## src/design/cih_defines.svh

```systemverilog
// constants for the interrupt, halt, lock and bus-cycle sequencer
`ifndef CIH_DEFINES_SVH
`define CIH_DEFINES_SVH

`define CIH_OFF_CTRL    12'h000
`define CIH_OFF_CMD     12'h004
`define CIH_OFF_ADDR    12'h008
`define CIH_OFF_WDATA   12'h00C
`define CIH_OFF_RDATA   12'h010
`define CIH_OFF_STATUS  12'h014
`define CIH_OFF_VECTOR  12'h018

`define CIH_CTRL_IE     0
`define CIH_CTRL_LOCK   1
`define CIH_CTRL_HALT   2
`define CIH_CTRL_WAIT   3
`define CIH_CTRL_END    4
`define CIH_CMD_GO      0
`define CIH_CMD_WRITE   1
`define CIH_CMD_MEM     2
`define CIH_CMD_HBE_N   3
`define CIH_CMD_LAST    4

`define CIH_NMI_TYPE    8'h02
`define CIH_ST_IRQ_ACK_STROBE     3'h0
`define CIH_ST_RD_IO    3'h1
`define CIH_ST_WR_IO    3'h2
`define CIH_ST_HALT     3'h3
`define CIH_ST_RD_MEM   3'h5
`define CIH_ST_WR_MEM   3'h6
`define CIH_ST_PASSIVE  3'h7

`endif

```

## src/design/cih_pkg.sv

```systemverilog
// types of the interrupt, halt, lock and bus-cycle sequencer
package cih_pkg;

	typedef enum logic [2:0] {S_IDLE, S_T1, S_T2, S_T3, S_TW, S_T4, S_HALT_ALE} cih_bst_t;
	typedef enum logic [2:0] {K_READ, K_WRITE, K_INTA1, K_INTA2, K_HALT} cih_kind_t;

	typedef struct packed {
		logic        ale;
		logic        rd_n;
		logic        wr_n;
		logic        irq_ack_strobe_n;
		logic        mem_io;
		logic        high_byte_enable_n;
		logic [15:0] muxed_addr_data_bus;
		logic        ad_oe;
		logic        xcvr_direction;
		logic        xcvr_output_enable_n;
		logic        lock_n;
		logic [2:0]  cycle_status;
		logic        ctl_oe;
		logic        hold_ack;
	} cih_lbus_t;

	typedef struct packed {
		cih_bst_t    bst;
		cih_kind_t   kind;
		logic        strap_done;
		logic        mode_max;
		logic        ie;
		logic        saved_ie;
		logic        locked;
		logic        irq_ack_strobe_lock;
		logic        irq_ack_strobe_seq;
		logic        halted;
		logic        waiting;
		logic        wait_refetch;
		logic        hold_ack;
		logic        rq_pend;
		logic        gt;
		logic        irq_smp;
		logic        cmd_write;
		logic        cmd_mem;
		logic        cmd_hbe_n;
		logic        cmd_last;
		logic [15:0] addr;
		logic [15:0] wdata;
		logic [15:0] rdata;
		logic [7:0]  vec_type;
		logic [9:0]  vec_ptr;
		logic        pready;
		logic        pslverr;
		logic [31:0] prdata;
		cih_lbus_t   pins;
	} cih_st_t;

	typedef struct packed {
		logic sync1;
		logic sync2;
		logic prev;
		logic pend;
	} cih_nmi_st_t;

endpackage : cih_pkg

```

## src/design/cih_nmi_latch.sv

```systemverilog
// edge latch for the non-maskable interrupt pin
`timescale 1ns/1ps
`default_nettype none
module cih_nmi_latch (
	// clock and reset
	input  wire logic ref_clk_i,
	input  wire logic nrst_i,
	// pin and service
	input  wire logic nmi_i,
	input  wire logic clear_i,
	output logic      pend_o
);
	cih_pkg::cih_nmi_st_t s_reg;
	cih_pkg::cih_nmi_st_t s_next;

	always_comb
	begin
		s_next       = s_reg;
		// pin is asynchronous, so two stages before any edge logic
		s_next.sync1 = nmi_i;
		s_next.sync2 = s_reg.sync1;
		s_next.prev  = s_reg.sync2;
		if (clear_i)
			s_next.pend = 1'b0;
		// a fresh edge in the clearing cycle survives
		if (s_reg.sync2 && !s_reg.prev)
			s_next.pend = 1'b1;
	end

	always_ff @(posedge ref_clk_i or negedge nrst_i)
	begin
		if (!nrst_i)
			s_reg <= '0;
		else
			s_reg <= s_next;
	end

	assign pend_o = s_reg.pend;
endmodule : cih_nmi_latch
`default_nettype wire

```

## src/design/cih_core.sv

```systemverilog
// interrupt, halt, lock and local bus-cycle sequencer with apb registers
//
// Added by the designer: the register offsets and the APB interface to the registers.
`timescale 1ns/1ps
`default_nettype none
`include "cih_defines.svh"
module cih_core (
	// clock and reset
	input  wire logic              ref_clk_i,
	input  wire logic              nrst_i,
	// apb slave
	input  wire logic              psel_i,
	input  wire logic              penable_i,
	input  wire logic              pwrite_i,
	input  wire logic [11:0]       paddr_i,
	input  wire logic [31:0]       pwdata_i,
	output logic                   pready_o,
	output logic                   pslverr_o,
	output logic [31:0]            prdata_o,
	// external events
	input  wire logic              nmi_i,
	input  wire logic              maskable_irq_req_i,
	input  wire logic              test_n_i,
	input  wire logic              min_max_strap_i,
	input  wire logic              hold_i,
	input  wire logic              bus_request_grant_i,
	output logic                   bus_request_grant_o,
	// local bus
	input  wire logic              ready_i,
	input  wire logic [15:0]       ad_i,
	output cih_pkg::cih_lbus_t     lbus_o
);
	cih_pkg::cih_st_t r;
	cih_pkg::cih_st_t n;
	logic             nmi_pend;
	logic             svc_nmi;
	logic             svc_irq;
	logic             boundary;
	logic             apb_wr;
	logic             ctrl_wr;
	logic             cmd_wr;
	logic             lock_w;
	logic             free;

	function automatic logic [15:0] lane_mask(input logic hbe_n, input logic a0);
		case ({hbe_n, a0})
			2'b00:   lane_mask = 16'hFFFF;
			2'b01:   lane_mask = 16'hFF00;
			2'b10:   lane_mask = 16'h00FF;
			default: lane_mask = 16'h0000;
		endcase
	endfunction : lane_mask

	function automatic logic [9:0] vec_of(input logic [7:0] vtype);
		vec_of = {vtype, 2'b00};
	endfunction : vec_of

	function automatic logic [2:0] status_of(input cih_pkg::cih_st_t s);
		logic active;
		active = (s.bst == cih_pkg::S_T1) || (s.bst == cih_pkg::S_T2) ||
		         (s.bst == cih_pkg::S_T3) || (s.bst == cih_pkg::S_TW);
		status_of = `CIH_ST_PASSIVE;
		if (s.bst == cih_pkg::S_HALT_ALE)
			status_of = `CIH_ST_HALT;
		else if (active)
		begin
			case (s.kind)
				cih_pkg::K_INTA1: status_of = `CIH_ST_IRQ_ACK_STROBE;
				cih_pkg::K_INTA2: status_of = `CIH_ST_IRQ_ACK_STROBE;
				cih_pkg::K_READ:  status_of = s.cmd_mem ? `CIH_ST_RD_MEM : `CIH_ST_RD_IO;
				cih_pkg::K_WRITE: status_of = s.cmd_mem ? `CIH_ST_WR_MEM : `CIH_ST_WR_IO;
				default:          status_of = `CIH_ST_PASSIVE;
			endcase
		end
	endfunction : status_of

	function automatic cih_pkg::cih_lbus_t pins_of(input cih_pkg::cih_st_t s);
		logic mid;
		logic data;
		logic irq_ack_strobe;
		logic mn;
		mid  = (s.bst == cih_pkg::S_T2) || (s.bst == cih_pkg::S_T3) || (s.bst == cih_pkg::S_TW);
		data = mid || (s.bst == cih_pkg::S_T4);
		irq_ack_strobe = (s.kind == cih_pkg::K_INTA1) || (s.kind == cih_pkg::K_INTA2);
		mn   = !s.mode_max;
		pins_of                      = '0;
		// min mode halt gets one ALE and no strobes
		pins_of.ale                  = mn && ((s.bst == cih_pkg::S_T1) || (s.bst == cih_pkg::S_HALT_ALE));
		pins_of.rd_n                 = !(mn && mid && (s.kind == cih_pkg::K_READ));
		pins_of.wr_n                 = !(mn && mid && (s.kind == cih_pkg::K_WRITE));
		pins_of.irq_ack_strobe_n     = !(mn && mid && irq_ack_strobe);
		pins_of.mem_io               = s.cmd_mem && !irq_ack_strobe && ((s.bst == cih_pkg::S_T1) || data);
		pins_of.high_byte_enable_n   = s.cmd_hbe_n;
		// acknowledge cycles leave the address lines to the bus keepers
		pins_of.muxed_addr_data_bus  = (s.bst == cih_pkg::S_T1) ? s.addr :
		                               (s.wdata & lane_mask(s.cmd_hbe_n, s.addr[0]));
		pins_of.ad_oe                = !s.hold_ack && (((s.bst == cih_pkg::S_T1) && !irq_ack_strobe) ||
		                               (data && (s.kind == cih_pkg::K_WRITE)));
		pins_of.xcvr_direction       = (s.kind == cih_pkg::K_WRITE);
		pins_of.xcvr_output_enable_n = !(mn && data && (s.kind != cih_pkg::K_HALT));
		pins_of.lock_n               = !(s.locked || s.irq_ack_strobe_lock);
		pins_of.cycle_status         = s.mode_max ? status_of(s) : `CIH_ST_PASSIVE;
		pins_of.ctl_oe               = !s.hold_ack;
		pins_of.hold_ack             = s.hold_ack;
	endfunction : pins_of

	cih_nmi_latch u_nmi (
		.ref_clk_i (ref_clk_i),
		.nrst_i    (nrst_i),
		.nmi_i     (nmi_i),
		.clear_i   (svc_nmi),
		.pend_o    (nmi_pend)
	);

	always_comb
	begin
		n       = r;
		n.gt    = 1'b0;
		n.irq_smp = maskable_irq_req_i;
		// strap taken once, the first clock after reset release
		if (!r.strap_done)
		begin
			n.strap_done = 1'b1;
			n.mode_max   = !min_max_strap_i;
		end
		// apb: ready in the first cycle of the access phase, no wait states
		apb_wr    = psel_i && penable_i && r.pready && pwrite_i;
		ctrl_wr   = apb_wr && (paddr_i == `CIH_OFF_CTRL);
		cmd_wr    = apb_wr && (paddr_i == `CIH_OFF_CMD);
		lock_w    = ctrl_wr && pwdata_i[`CIH_CTRL_LOCK];
		n.pready  = psel_i && !penable_i;
		n.pslverr = 1'b0;
		if (psel_i && !penable_i)
		begin
			case (paddr_i)
				`CIH_OFF_CTRL:   n.prdata = {31'h00000000, r.ie};
				`CIH_OFF_CMD:    n.prdata = {27'h0000000, r.cmd_last, r.cmd_hbe_n, r.cmd_mem, r.cmd_write, 1'b0};
				`CIH_OFF_ADDR:   n.prdata = {16'h0000, r.addr};
				`CIH_OFF_WDATA:  n.prdata = {16'h0000, r.wdata};
				`CIH_OFF_RDATA:  n.prdata = {16'h0000, r.rdata};
				`CIH_OFF_STATUS: n.prdata = {20'h00000, !test_n_i, r.mode_max, r.irq_ack_strobe_seq, r.saved_ie,
				                             r.wait_refetch, r.rq_pend, r.hold_ack, nmi_pend, r.waiting,
				                             r.locked, r.halted, (r.bst != cih_pkg::S_IDLE)};
				`CIH_OFF_VECTOR: n.prdata = {14'h0000, r.vec_ptr, r.vec_type};
				default:
				begin
					n.prdata  = 32'h00000000;
					n.pslverr = 1'b1;
				end
			endcase
		end
		if (apb_wr && (paddr_i == `CIH_OFF_ADDR))
			n.addr = pwdata_i[15:0];
		if (apb_wr && (paddr_i == `CIH_OFF_WDATA))
			n.wdata = pwdata_i[15:0];
		if (ctrl_wr)
			n.ie = pwdata_i[`CIH_CTRL_IE];
		if (lock_w)
			n.locked = 1'b1;
		if (ctrl_wr && pwdata_i[`CIH_CTRL_WAIT])
			n.wait_refetch = 1'b0;
		// instruction boundary: explicit end, or a halt / wait loop
		free     = (r.bst == cih_pkg::S_IDLE) && !r.hold_ack && !r.irq_ack_strobe_seq;
		boundary = free && ((ctrl_wr && pwdata_i[`CIH_CTRL_END]) || r.halted || r.waiting);
		svc_nmi  = boundary && nmi_pend;
		svc_irq  = boundary && !nmi_pend && r.irq_smp && r.ie;
		if (svc_nmi || svc_irq)
		begin
			n.saved_ie = r.ie;
			n.ie       = 1'b0;
			n.halted   = 1'b0;
			if (r.waiting)
				n.wait_refetch = 1'b1;
			n.waiting  = 1'b0;
		end
		if (svc_nmi)
		begin
			n.vec_type = `CIH_NMI_TYPE;
			n.vec_ptr  = vec_of(`CIH_NMI_TYPE);
		end
		if (r.waiting && !test_n_i)
			n.waiting = 1'b0;
		// hold: never inside the acknowledge pair, halt survives it
		if (free && hold_i && !svc_irq)
			n.hold_ack = 1'b1;
		if (r.hold_ack && !hold_i)
		begin
			n.hold_ack = 1'b0;
			if (r.halted)
				n.bst = cih_pkg::S_HALT_ALE;
		end
		// request/grant waits out any lock
		if (r.rq_pend && free && !r.locked && !r.irq_ack_strobe_lock && !svc_irq)
		begin
			n.gt      = 1'b1;
			n.rq_pend = 1'b0;
		end
		if (bus_request_grant_i)
			n.rq_pend = 1'b1;
		case (r.bst)
			cih_pkg::S_IDLE:
			begin
				if (svc_irq)
				begin
					n.kind     = cih_pkg::K_INTA1;
					n.irq_ack_strobe_seq = 1'b1;
					n.bst      = cih_pkg::S_T1;
				end
				else if (free && !hold_i && !r.halted && !r.waiting)
				begin
					if (cmd_wr && pwdata_i[`CIH_CMD_GO])
					begin
						n.cmd_write = pwdata_i[`CIH_CMD_WRITE];
						n.cmd_mem   = pwdata_i[`CIH_CMD_MEM];
						n.cmd_hbe_n = pwdata_i[`CIH_CMD_HBE_N];
						n.cmd_last  = pwdata_i[`CIH_CMD_LAST];
						n.kind      = pwdata_i[`CIH_CMD_WRITE] ? cih_pkg::K_WRITE : cih_pkg::K_READ;
						n.bst       = cih_pkg::S_T1;
					end
					else if (ctrl_wr && pwdata_i[`CIH_CTRL_HALT])
					begin
						n.kind = cih_pkg::K_HALT;
						n.bst  = cih_pkg::S_HALT_ALE;
					end
					else if (ctrl_wr && pwdata_i[`CIH_CTRL_WAIT] && test_n_i)
						n.waiting = 1'b1;
				end
			end
			cih_pkg::S_HALT_ALE:
			begin
				n.halted = 1'b1;
				n.bst    = cih_pkg::S_IDLE;
			end
			cih_pkg::S_T1:
			begin
				n.bst = cih_pkg::S_T2;
				if (r.mode_max)
					n.irq_ack_strobe_lock = (r.kind == cih_pkg::K_INTA1);
			end
			cih_pkg::S_T2:
				n.bst = cih_pkg::S_T3;
			cih_pkg::S_T3, cih_pkg::S_TW:
			begin
				n.bst = ready_i ? cih_pkg::S_T4 : cih_pkg::S_TW;
				if (ready_i && (r.kind == cih_pkg::K_INTA2))
				begin
					n.vec_type = ad_i[7:0];
					n.vec_ptr  = vec_of(ad_i[7:0]);
				end
				if (ready_i && (r.kind == cih_pkg::K_READ))
					n.rdata = ad_i & lane_mask(r.cmd_hbe_n, r.addr[0]);
			end
			cih_pkg::S_T4:
			begin
				n.bst = cih_pkg::S_IDLE;
				if (r.kind == cih_pkg::K_INTA1)
				begin
					n.kind = cih_pkg::K_INTA2;
					n.bst  = cih_pkg::S_T1;
				end
				if (r.kind == cih_pkg::K_INTA2)
					n.irq_ack_strobe_seq = 1'b0;
				if (r.cmd_last && !lock_w && ((r.kind == cih_pkg::K_READ) || (r.kind == cih_pkg::K_WRITE)))
					n.locked = 1'b0;
			end
			default:
				n.bst = cih_pkg::S_IDLE;
		endcase
		n.pins = pins_of(n);
	end

	always_ff @(posedge ref_clk_i or negedge nrst_i)
	begin
		if (!nrst_i)
		begin
			r                            <= '0;
			r.bst                        <= cih_pkg::S_IDLE;
			r.cmd_hbe_n                  <= 1'b1;
			r.pins.rd_n                  <= 1'b1;
			r.pins.wr_n                  <= 1'b1;
			r.pins.irq_ack_strobe_n      <= 1'b1;
			r.pins.high_byte_enable_n    <= 1'b1;
			r.pins.xcvr_output_enable_n  <= 1'b1;
			r.pins.lock_n                <= 1'b1;
			r.pins.cycle_status          <= `CIH_ST_PASSIVE;
			r.pins.ctl_oe                <= 1'b1;
		end
		else
			r <= n;
	end

	assign pready_o            = r.pready;
	assign pslverr_o           = r.pslverr;
	assign prdata_o            = r.prdata;
	assign bus_request_grant_o = r.gt;
	assign lbus_o              = r.pins;
endmodule : cih_core
`default_nettype wire

```

## config.mk

```make
export PLATFORM = sky130hd
export DESIGN_NAME = cih_core
export DESIGN_NICKNAME = d
export VERILOG_FILES = /design/src/design/cih_pkg.sv /design/src/design/cih_nmi_latch.sv /design/src/design/cih_core.sv
export VERILOG_INCLUDE_DIRS = /design/src /design/src/design
export SDC_FILE = /design/constraint.sdc
export NUM_CORES = 1
export LEC_CHECK = 0
export BUFFER_PORTS_ARGS = -buffer_cell sky130_fd_sc_hd__clkbuf_2
export CAP_MARGIN = 20
export CORE_MARGIN = 2
export CORE_UTILIZATION = 55
export DETAILED_ROUTE_END_ITERATION = 6
export PLACE_DENSITY = 0.81
export SYNTH_ARGS = -nofsm -noshare
export SYNTH_HDL_FRONTEND = slang
export SYNTH_SLANG_ARGS = --single-unit
export TNS_END_PERCENT = 100
```

## constraint.sdc

```tcl
create_clock -name ref_clk_i -period 2.9 [get_ports ref_clk_i]
set_clock_uncertainty 0.15 [all_clocks]
set_input_delay 0.725 -clock ref_clk_i [delete_from_list [all_inputs] [get_ports ref_clk_i]]
set_output_delay 0.725 -clock ref_clk_i [all_outputs]
set_load 0.1 [all_outputs]
```

# Word level (Yosys, flattened, before mapping)
# Index checks and enable logic that the tools add are counted.
[word_totals]
regBits = 157
input_bits = 72
out_inout_bits = 66
word_cells = 244
[classes]
eq_ne = 31
n_mux = 62
bitwise_logic = 3
reduce_logical = 104
[op_table]
columns = ["operator", "n"]
rows = [
  ["$pmux W18 S7", 1],
  ["$pmux W16 S3", 2],
  ["$mux W16", 5],
  ["$mux W18", 3],
  ["$logic_and A1 B1 Y1", 49],
  ["$eq A12 B5 Y1 const B", 3],
  ["$mux W3", 12],
  ["$mux W33", 1],
  ["$and A16 B16 Y16", 2],
  ["$mux W1", 27],
  ["$eq A12 B4 Y1 const B", 2],
  ["$eq A3 B2 Y1 const B", 8],
  ["$mux W6", 4],
  ["$logic_not A1 Y1", 22],
  ["$eq A3 B3 Y1 const B", 6],
  ["$logic_or A1 B1 Y1", 15],
  ["$pmux W3 S5", 1],
  ["$eq A12 B3 Y1 const B", 1],
  ["$eq A3 B1 Y1 const B", 4],
  ["$logic_not A12 Y1", 1],
  ["$reduce_bool A2 Y1", 5],
  ["$logic_not A3 Y1", 3],
  ["$pmux W3 S3", 1],
  ["$reduce_or A7 Y1", 1],
  ["other kinds (15)", 21],
]

# Depth between registers and ports, before layout
# Gate-level depths: netlist of the first run.
[logic_depth]
depth_word = 20
mapped_depth = 9

# Modules after synthesis
# From an unflattened synthesis of the first run, not the netlist that was laid out.
[hier_totals]
hier_cells = 641
area_unflattened_um2 = 6769.0
[modules_own_cells]
columns = ["mod", "instances", "cells_per_inst", "area_per_inst_um2"]
rows = [
  ["cih_core", 1, 634, 6648.9],
  ["cih_nmi_latch", 1, 7, 120.1],
]

# Worst setup path before layout of the first run
# No wires, ideal clock.
[synth_timing]
path_type = "input port to flip-flop"
from = "input port paddr_i[7]"
to = "register r[75] (netlist name)"
setup_time_ps = 121
t_arrival_ps = 2457
setup_slack_ps = 172
cell_stages = 8
cell_sequence = "nor4_1 and4_1 buf_2 nand2_1 a21boi_2 a21oi_1 clkbuf_1 a22o_1"
[synth_lines]
columns = ["element", "line_no", "text"]
rows = [
  ["from (decl)", "cih_core.sv:15", "input wire logic [11:0] paddr_i,"],
  ["to (signal assigned)", "cih_core.sv:289", "r <= n;"],
  ["to (decl)", "cih_core.sv:33", "cih_pkg::cih_st_t r;"],
]

==> flow_metrics.env, run 1 <==
export IMPL_ff_latch_area_mm2=0.00359
export IMPL_clock_power_share_pct=34.5
export IMPL_path_class="in2reg"
export IMPL_place_gp_congestion=0.926
export IMPL_p_sw_share_pct=34.6
export IMPL_route_detailed_drc=0
export IMPL_vdd_ir_drop_max_v=0.000600
export IMPL_ys_seq_area_share_pct=52.6
export IMPL_worstPathRequired_ps=3040
export IMPL_fill_cells=908
export IMPL_place_hpwl_um=12100
export IMPL_synth_top_family_by_area="compound AO/OA/AOI/OAI gates"
export IMPL_drt_iter0_drc=508
export IMPL_dp_cells=861
export IMPL_worst_pin_slew_ps=616
export IMPL_cp_end_kind="flop"
export IMPL_wl_per_cell_um=19.1
export IMPL_placement_io_buffers=107
export IMPL_clock_sinks=143
export IMPL_synthSimpleGateAreaFrac_pct=14.0
export IMPL_setup_tns_ps=0
export IMPL_synth_area_per_cell_um2=10.7
export IMPL_ys_warnings_count=0
export IMPL_die_area_mm2=0.0133
export IMPL_drv_slew=0
export IMPL_ios=138
export IMPL_grt_pass1_vias=4959
export IMPL_synthArstFlopShare_pct=100
export IMPL_coreArea_mm2=0.0121
export IMPL_rows=40
export IMPL_postCtsSetupRepairBufs=0
export IMPL_syn_inst=637
export IMPL_cp_data_arrival_time_ps=2760
export IMPL_sequentialPowerShare_pct=38.5
export IMPL_start_kind="input port"
export IMPL_setup_viol=0
export IMPL_grt_pass1_wl_um=26200
export IMPL_finalNonFillerCells=893
export IMPL_cts_htree_levels=4
export IMPL_ys_types=67
export IMPL_cts_buffers=17
export IMPL_grt_setup_unrepaired="no"
export IMPL_wirelength_um=17000
export IMPL_p_leak_nw=3.94
export IMPL_die_width_um=115
export IMPL_synth_seq_cells=143
export IMPL_synth_xor_area_share_pct=0.128
export IMPL_multi_input_area_mm2=0.00252
export IMPL_hp_class="in2async"
export IMPL_power_density_mw_per_mm2=777
export IMPL_drtPass1Iterations=6
export IMPL_finalCriticalPeriod_ps=2620
export IMPL_syn2layout_area_growth_pct=15.1
export IMPL_cap_viol_max_count=0
export IMPL_pre_cts_slack_ps=-21.9
export IMPL_status="completed"
export IMPL_switchingPower_mw=2.12
export IMPL_finalCritPeriodShare_pct=90.2
export IMPL_vias_per_cell=5.82
export IMPL_diodes=0
export IMPL_max_freq_mhz=382
export IMPL_drive_gt1_share_pct=29.4
export IMPL_grt_remaining_overflow=0
export IMPL_synth_mux_area_share_pct=5.76
export IMPL_clk_pin_slew_worst_paths_ps=60
export IMPL_initial_utilization_pct=56.6
export IMPL_synthAdderAreaFrac_pct=0
export IMPL_cp_max_fo=30
export IMPL_ys_flop_type="dfrtp_1"
export IMPL_finalWorstSetupSlack_ps=283
export IMPL_cts_path_max_buffers=2
export IMPL_ctsResizeCount=0
export IMPL_internal_power_mw=3.99
export IMPL_cts_root_buf="clkbuf_16"
export IMPL_clk_latency_ps=410
export IMPL_regMostFlops="r"
export IMPL_via_count=5201
export IMPL_antenna_found_initial=0
export IMPL_grt_max_degree=59
export IMPL_synth_compound_area_share_pct=16.3
export IMPL_combPwrFrac_pct=27.0
export IMPL_ant_nets=0
export IMPL_largest_reg_flops=87
export IMPL_track_usage_pct=26.1
export IMPL_finalHoldViolCount=0
export IMPL_hold_ws_ps=122
export IMPL_cts_hold_buf=0
export IMPL_synth_edf_count=0
export IMPL_cts_tree="built"
export IMPL_syn_area_mm2=0.00682
export IMPL_slew_headroom_pct=58.6
export IMPL_nNetsFinal=784
export IMPL_final_util_pct=65.1
export IMPL_die_y_um=115
==> cells in the mapped netlist (3+ instances only) <==
| library cell | number | share of area [%] |
|---|---|---|
| o21ai_0 | 30 | 2.2 |
| nor3_1 | 6 | 0.44 |
| nor4_1 | 3 | 0.28 |
| nand2_1 | 68 | 3.7 |
| buf_4 | 65 | 7.2 |
| nand4_1 | 5 | 0.46 |
| a32o_1 | 3 | 0.44 |
| a22o_1 | 32 | 4.1 |
| dfstp_2 | 10 | 3.9 |
| a21oi_1 | 9 | 0.66 |
| buf_6 | 3 | 0.50 |
| mux2i_1 | 19 | 2.8 |
| and3_1 | 5 | 0.46 |
| nor2b_1 | 5 | 0.46 |
| and2_1 | 5 | 0.46 |
| o31ai_1 | 15 | 1.7 |
| a31oi_1 | 3 | 0.28 |
| nand2b_1 | 23 | 2.1 |
| buf_2 | 4 | 0.29 |
| clkbuf_1 | 19 | 1.0 |
| a22oi_1 | 24 | 2.6 |
| a31o_2 | 5 | 0.64 |
| inv_1 | 36 | 2.0 |
| nand3_1 | 18 | 1.3 |
| and4_1 | 3 | 0.39 |
| nor2_1 | 17 | 0.94 |
| mux2_2 | 18 | 3.0 |
| dfrtp_1 | 133 | 49 |
| a221oi_1 | 5 | 0.64 |
==> cell usage in the layout, fill, tap and decap left out, drive strengths merged, types with 3 or more instances in the layout <==
cell / synthesis / final
nand3: 19 / 19
nand2: 69 / 69
nand2b: 24 / 24
and3: 5 / 5
conb: 2 / 15
a31o: 5 / 5
dfrtp: 133 / 133
mux2: 18 / 18
a221oi: 5 / 5
and4: 4 / 4
inv: 36 / 37
a32o: 3 / 3
nor2: 18 / 18
clkbuf: 20 / 128
a31oi: 5 / 5
nor3: 7 / 7
and2: 6 / 6
o21ai: 32 / 32
a22o: 32 / 32
mux2i: 19 / 19
nand4: 5 / 5
clkinvlp: 0 / 4
o31ai: 15 / 15
nor2b: 5 / 5
a22oi: 24 / 24
a21oi: 10 / 10
dfstp: 10 / 10
nor4: 5 / 5
clkinv: 0 / 3
buf: 73 / 30
==> worst max-delay path, cell delays in order <==
cell      delay, ps
clkbuf_2        130
nor4_1          540
and4_1          480
nand3_4         210
a31oi_4         290
buf_12          220
nand2_1          70
o31ai_1          90
==> cell families after synthesis <==
| kind of cell | Yosys count |
|---|---|
| AND/OR/NAND/NOR | 176 |
| AO/OA/AOI/OAI | 149 |
| multiplexers | 37 |
| buffers and inverters | 129 |
| XOR/XNOR | 1 |
| other | 2 |
| flip-flops | 143 |
==> routing by layer <==
layer / global-route usage [%] / up-vias / routed length (um)
li1: - / 2321 / -
met1: 36.3 / 2568 / 7170
met2: 39.9 / 276 / 7960
met3: 6.64 / 36 / 1460
met4: 9.40 / 0 / 446
met5: 0 / - / 0
==> power by group through the flow <==
stage | Combinational [mW] | Sequential [mW] | Clock (mW)
3_3_place_gp | 1.61 | 2.36 | 0
2_1_floorplan | 1.34 | 2.33 | 0
4_1_cts | 1.64 | 2.34 | 2.12
3_5_place_dp | 1.63 | 2.37 | 0
5_1_grt | 1.76 | 2.36 | 2.22
6_report | 1.65 | 2.35 | 2.11
==> layout make-up <==
cell class	instances	share of cell area, %
Clock inverter	10	1.50
Tap cell	168	2.68
Multi-Input combinational cell	378	32.1
Inverter	36	1.72
Clock buffer	22	5.78
Timing Repair Buffer	136	10.5
Sequential cell	143	45.7
==> path summary, 6_finish.rpt <==
kind | startpoint | end | slack [ps] | cells after the start
worst min register to register | u_nmi.s_next[2]$_DFF_PN0_ | u_nmi.s_next[1]$_DFF_PN0_ | 200 | 0
max in group asynchronous | nrst_i | lbus_o[28]$_DFF_PN1_ | 1750 | 2
min in group ref_clk_i | u_nmi.s_next[2]$_DFF_PN0_ | u_nmi.s_next[1]$_DFF_PN0_ | 200 | 0
worst max-delay path | paddr_i[3] | lbus_o[12]$_DFF_PN0_ | 280 | 8
worst max register to register | r[152]$_DFF_PN0_ | lbus_o[12]$_DFF_PN0_ | 290 | 7
worst min-delay path | nrst_i | lbus_o[23]$_DFF_PN0_ | 120 | 1
==> stage by stage <==
stage / instance area, um^2 / total power [mW]
floorplan: 6870 / 3.67
global placement: 7280 / 3.97
detailed placement: 7280 / 4.00
CTS: 7860 / 6.10
global route: 7860 / 6.34
finish: 7860 / 6.11
Note: power is estimated with default switching activity, not from simulation.
==> run 2, diff against run 1 <==
--- a/config.mk
+++ b/config.mk
@@ -6,7 +6,7 @@
 export SDC_FILE = /design/constraint.sdc
 export NUM_CORES = 1
 export LEC_CHECK = 0
-export BUFFER_PORTS_ARGS = -buffer_cell sky130_fd_sc_hd__clkbuf_2
+export BUFFER_PORTS_ARGS = -buffer_cell sky130_fd_sc_hd__buf_2
 export CAP_MARGIN = 20
 export CORE_MARGIN = 2
 export CORE_UTILIZATION = 55
==> run 2 against run 1 <==
The flow now finishes with violations (DRC). Global-route usage rose by 1.2 points. Combinational power barely moved. Clock power barely moved. Die area did not move. Via count fell by 0.85%. Cell count did not move. Register-to-register slack barely moved. Count of clock-buffer cells in the layout fell by 1. Hold slack got worse by 1.2 ps. Sequential power barely moved. Largest power group unchanged. Critical path depth fell by 1. Utilization fell by 0.25 points. Critical path type is now reg2reg.
==> flow_metrics.env, run 2 (synthesis results as in run 1) <==
export IMPL_coreArea_mm2=0.0121
export IMPL_finalCriticalPeriod_ps=2600
export IMPL_die_y_um=115
export IMPL_grt_pass1_vias=5067
export IMPL_worstPathRequired_ps=3060
export IMPL_place_gp_congestion=0.939
export IMPL_cts_hold_buf=0
export IMPL_postCtsSetupRepairBufs=0
export IMPL_hold_ws_ps=121
export IMPL_max_freq_mhz=385
export IMPL_crit_chain="or4_4, nor4_1, a31oi_2, a31oi_4, buf_12, nand2_1, o31ai_1"
export IMPL_power_density_mw_per_mm2=780
export IMPL_final_common_cell="dfrtp_1"
export IMPL_layout_common_cells="dfrtp_1 (133), buf_2 (106), nand2_1 (68), inv_1 (36), a22o_1 (32)"
export IMPL_drt_iter0_drc=488
export IMPL_cts_htree_levels=4
export IMPL_finalPower_mw=6.10
export IMPL_cts_buffers=17
export IMPL_finalHoldViolCount=0
export IMPL_finalWorstSetupSlack_ps=304
export IMPL_ios=138
export IMPL_vdd_ir_drop_max_v=0.000547
export IMPL_grt_pass1_wl_um=27200
export IMPL_grt_remaining_overflow=0
export IMPL_cts_root_buf="clkbuf_16"
export IMPL_nNetsFinal=784
export IMPL_finalNonFillerCells=893
export IMPL_cap_viol_max_count=0
export IMPL_worst_pin_slew_ps=605
export IMPL_start_kind="flop"
export IMPL_die_area_mm2=0.0133
export IMPL_cts_path_max_buffers=2
export IMPL_ant_nets=0
export IMPL_cp_data_arrival_time_ps=2750
export IMPL_setup_viol=0
export IMPL_drtPass1Iterations=7
export IMPL_hp_class="in2async"
export IMPL_diodes=0
export IMPL_largest_reg_flops=87
export IMPL_drv_slew=0
export IMPL_syn2layout_area_growth_pct=14.7
export IMPL_clock_sinks=143
export IMPL_path_class="reg2reg"
export IMPL_vias_per_cell=5.77
export IMPL_crit_buf_inv=1
export IMPL_finalCritPeriodShare_pct=89.5
export IMPL_track_usage_pct=27.3
export IMPL_cp_max_fo=22
export IMPL_grt_max_degree=65
export IMPL_grt_setup_unrepaired="no"
export IMPL_antenna_found_initial=0
export IMPL_placement_io_buffers=107
export IMPL_place_hpwl_um=12200
export IMPL_route_detailed_drc=5
export IMPL_initial_utilization_pct=56.6
export IMPL_wirelength_um=17200
export IMPL_critical_path_top_delay_family="simple AND/OR/NAND/NOR gates"
export IMPL_ctsResizeCount=0
export IMPL_drive_gt1_share_pct=29.7
export IMPL_dp_cells=861
export IMPL_slew_headroom_pct=59.4
export IMPL_cts_tree="built"
export IMPL_die_width_um=115
export IMPL_final_util_pct=64.9
export IMPL_violations="DRC"
export IMPL_pre_cts_slack_ps=-6.65
export IMPL_cp_end_kind="flop"
export IMPL_p_leak_nw=3.96
export IMPL_via_count=5157
export IMPL_regMostFlops="r"
export IMPL_crit_path_top_delay_cell="or4_4"
export IMPL_clk_latency_ps=420
export IMPL_wl_per_cell_um=19.3
export IMPL_max_stage_delay_ps=580
export IMPL_status="finished, violations left"
export IMPL_clk_pin_slew_worst_paths_ps=60
export IMPL_rows=40
==> run 2: cell count changes in the layout (fill, tap and decap cells not counted), sizes merged <==
cell      change
bufinv        -1
inv           +2
clkbuf      -107
clkinvlp      -1
clkinv        +1
buf         +106
==> run 2: layout make-up <==
| cell class | instances | area, um^2 |
|---|---|---|
| Clock inverter | 11 | 106 |
| Multi-Input combinational cell | 378 | 2520 |
| Fill cell | 934 | 4240 |
| Tap cell | 168 | 210 |
| Inverter | 36 | 135 |
| Sequential cell | 143 | 3590 |
| Timing Repair Buffer | 136 | 797 |
| Clock buffer | 21 | 460 |
==> run 2: path summary, 6_finish.rpt <==
| check | startpoint | end | slack (ps) | cells past startpoint |
|---|---|---|---|---|
| min in group ref_clk_i | u_nmi.s_next[2]$_DFF_PN0_ | u_nmi.s_next[1]$_DFF_PN0_ | 200 | 0 |
| worst min-delay path | nrst_i | lbus_o[24]$_DFF_PN0_ | 120 | 1 |
| worst max-delay path | lbus_o[0]$_DFF_PN0_ | lbus_o[19]$_DFF_PN0_ | 300 | 7 |
| worst min register to register | u_nmi.s_next[2]$_DFF_PN0_ | u_nmi.s_next[1]$_DFF_PN0_ | 200 | 0 |
| max in group asynchronous | nrst_i | prdata_o[1]$_DFFE_PN0P_ | 1740 | 2 |
| worst max register to register | lbus_o[0]$_DFF_PN0_ | lbus_o[19]$_DFF_PN0_ | 300 | 7 |
==> run 2: through the flow <==
| step | cell area [um^2] | setup TNS (ps) |
|---|---|---|
| after global placement | 7260 | 0 |
| after global routing | 7830 | 0 |
| after floorplan | 6870 | 0 |
| after CTS | 7830 | 0 |
| after detailed placement | 7260 | -6.65 |
| final | 7830 | 0 |
==> run 2: power breakdown <==
part           total [mW]  leakage [nW]  switching (mW)  internal [mW]
clock                2.09         0.270           0.862           1.23
combinational        1.66          1.79            1.16          0.501
sequential           2.35          1.89           0.138           2.21
==> run 2: metal layers <==
metal	global-route usage, %	up-vias	wire length (um)
met5	0	-	0
met2	41.3	254	8060
met3	5.80	29	1180
met1	39.9	2548	7640
met4	7.95	0	345
li1	-	2326	-
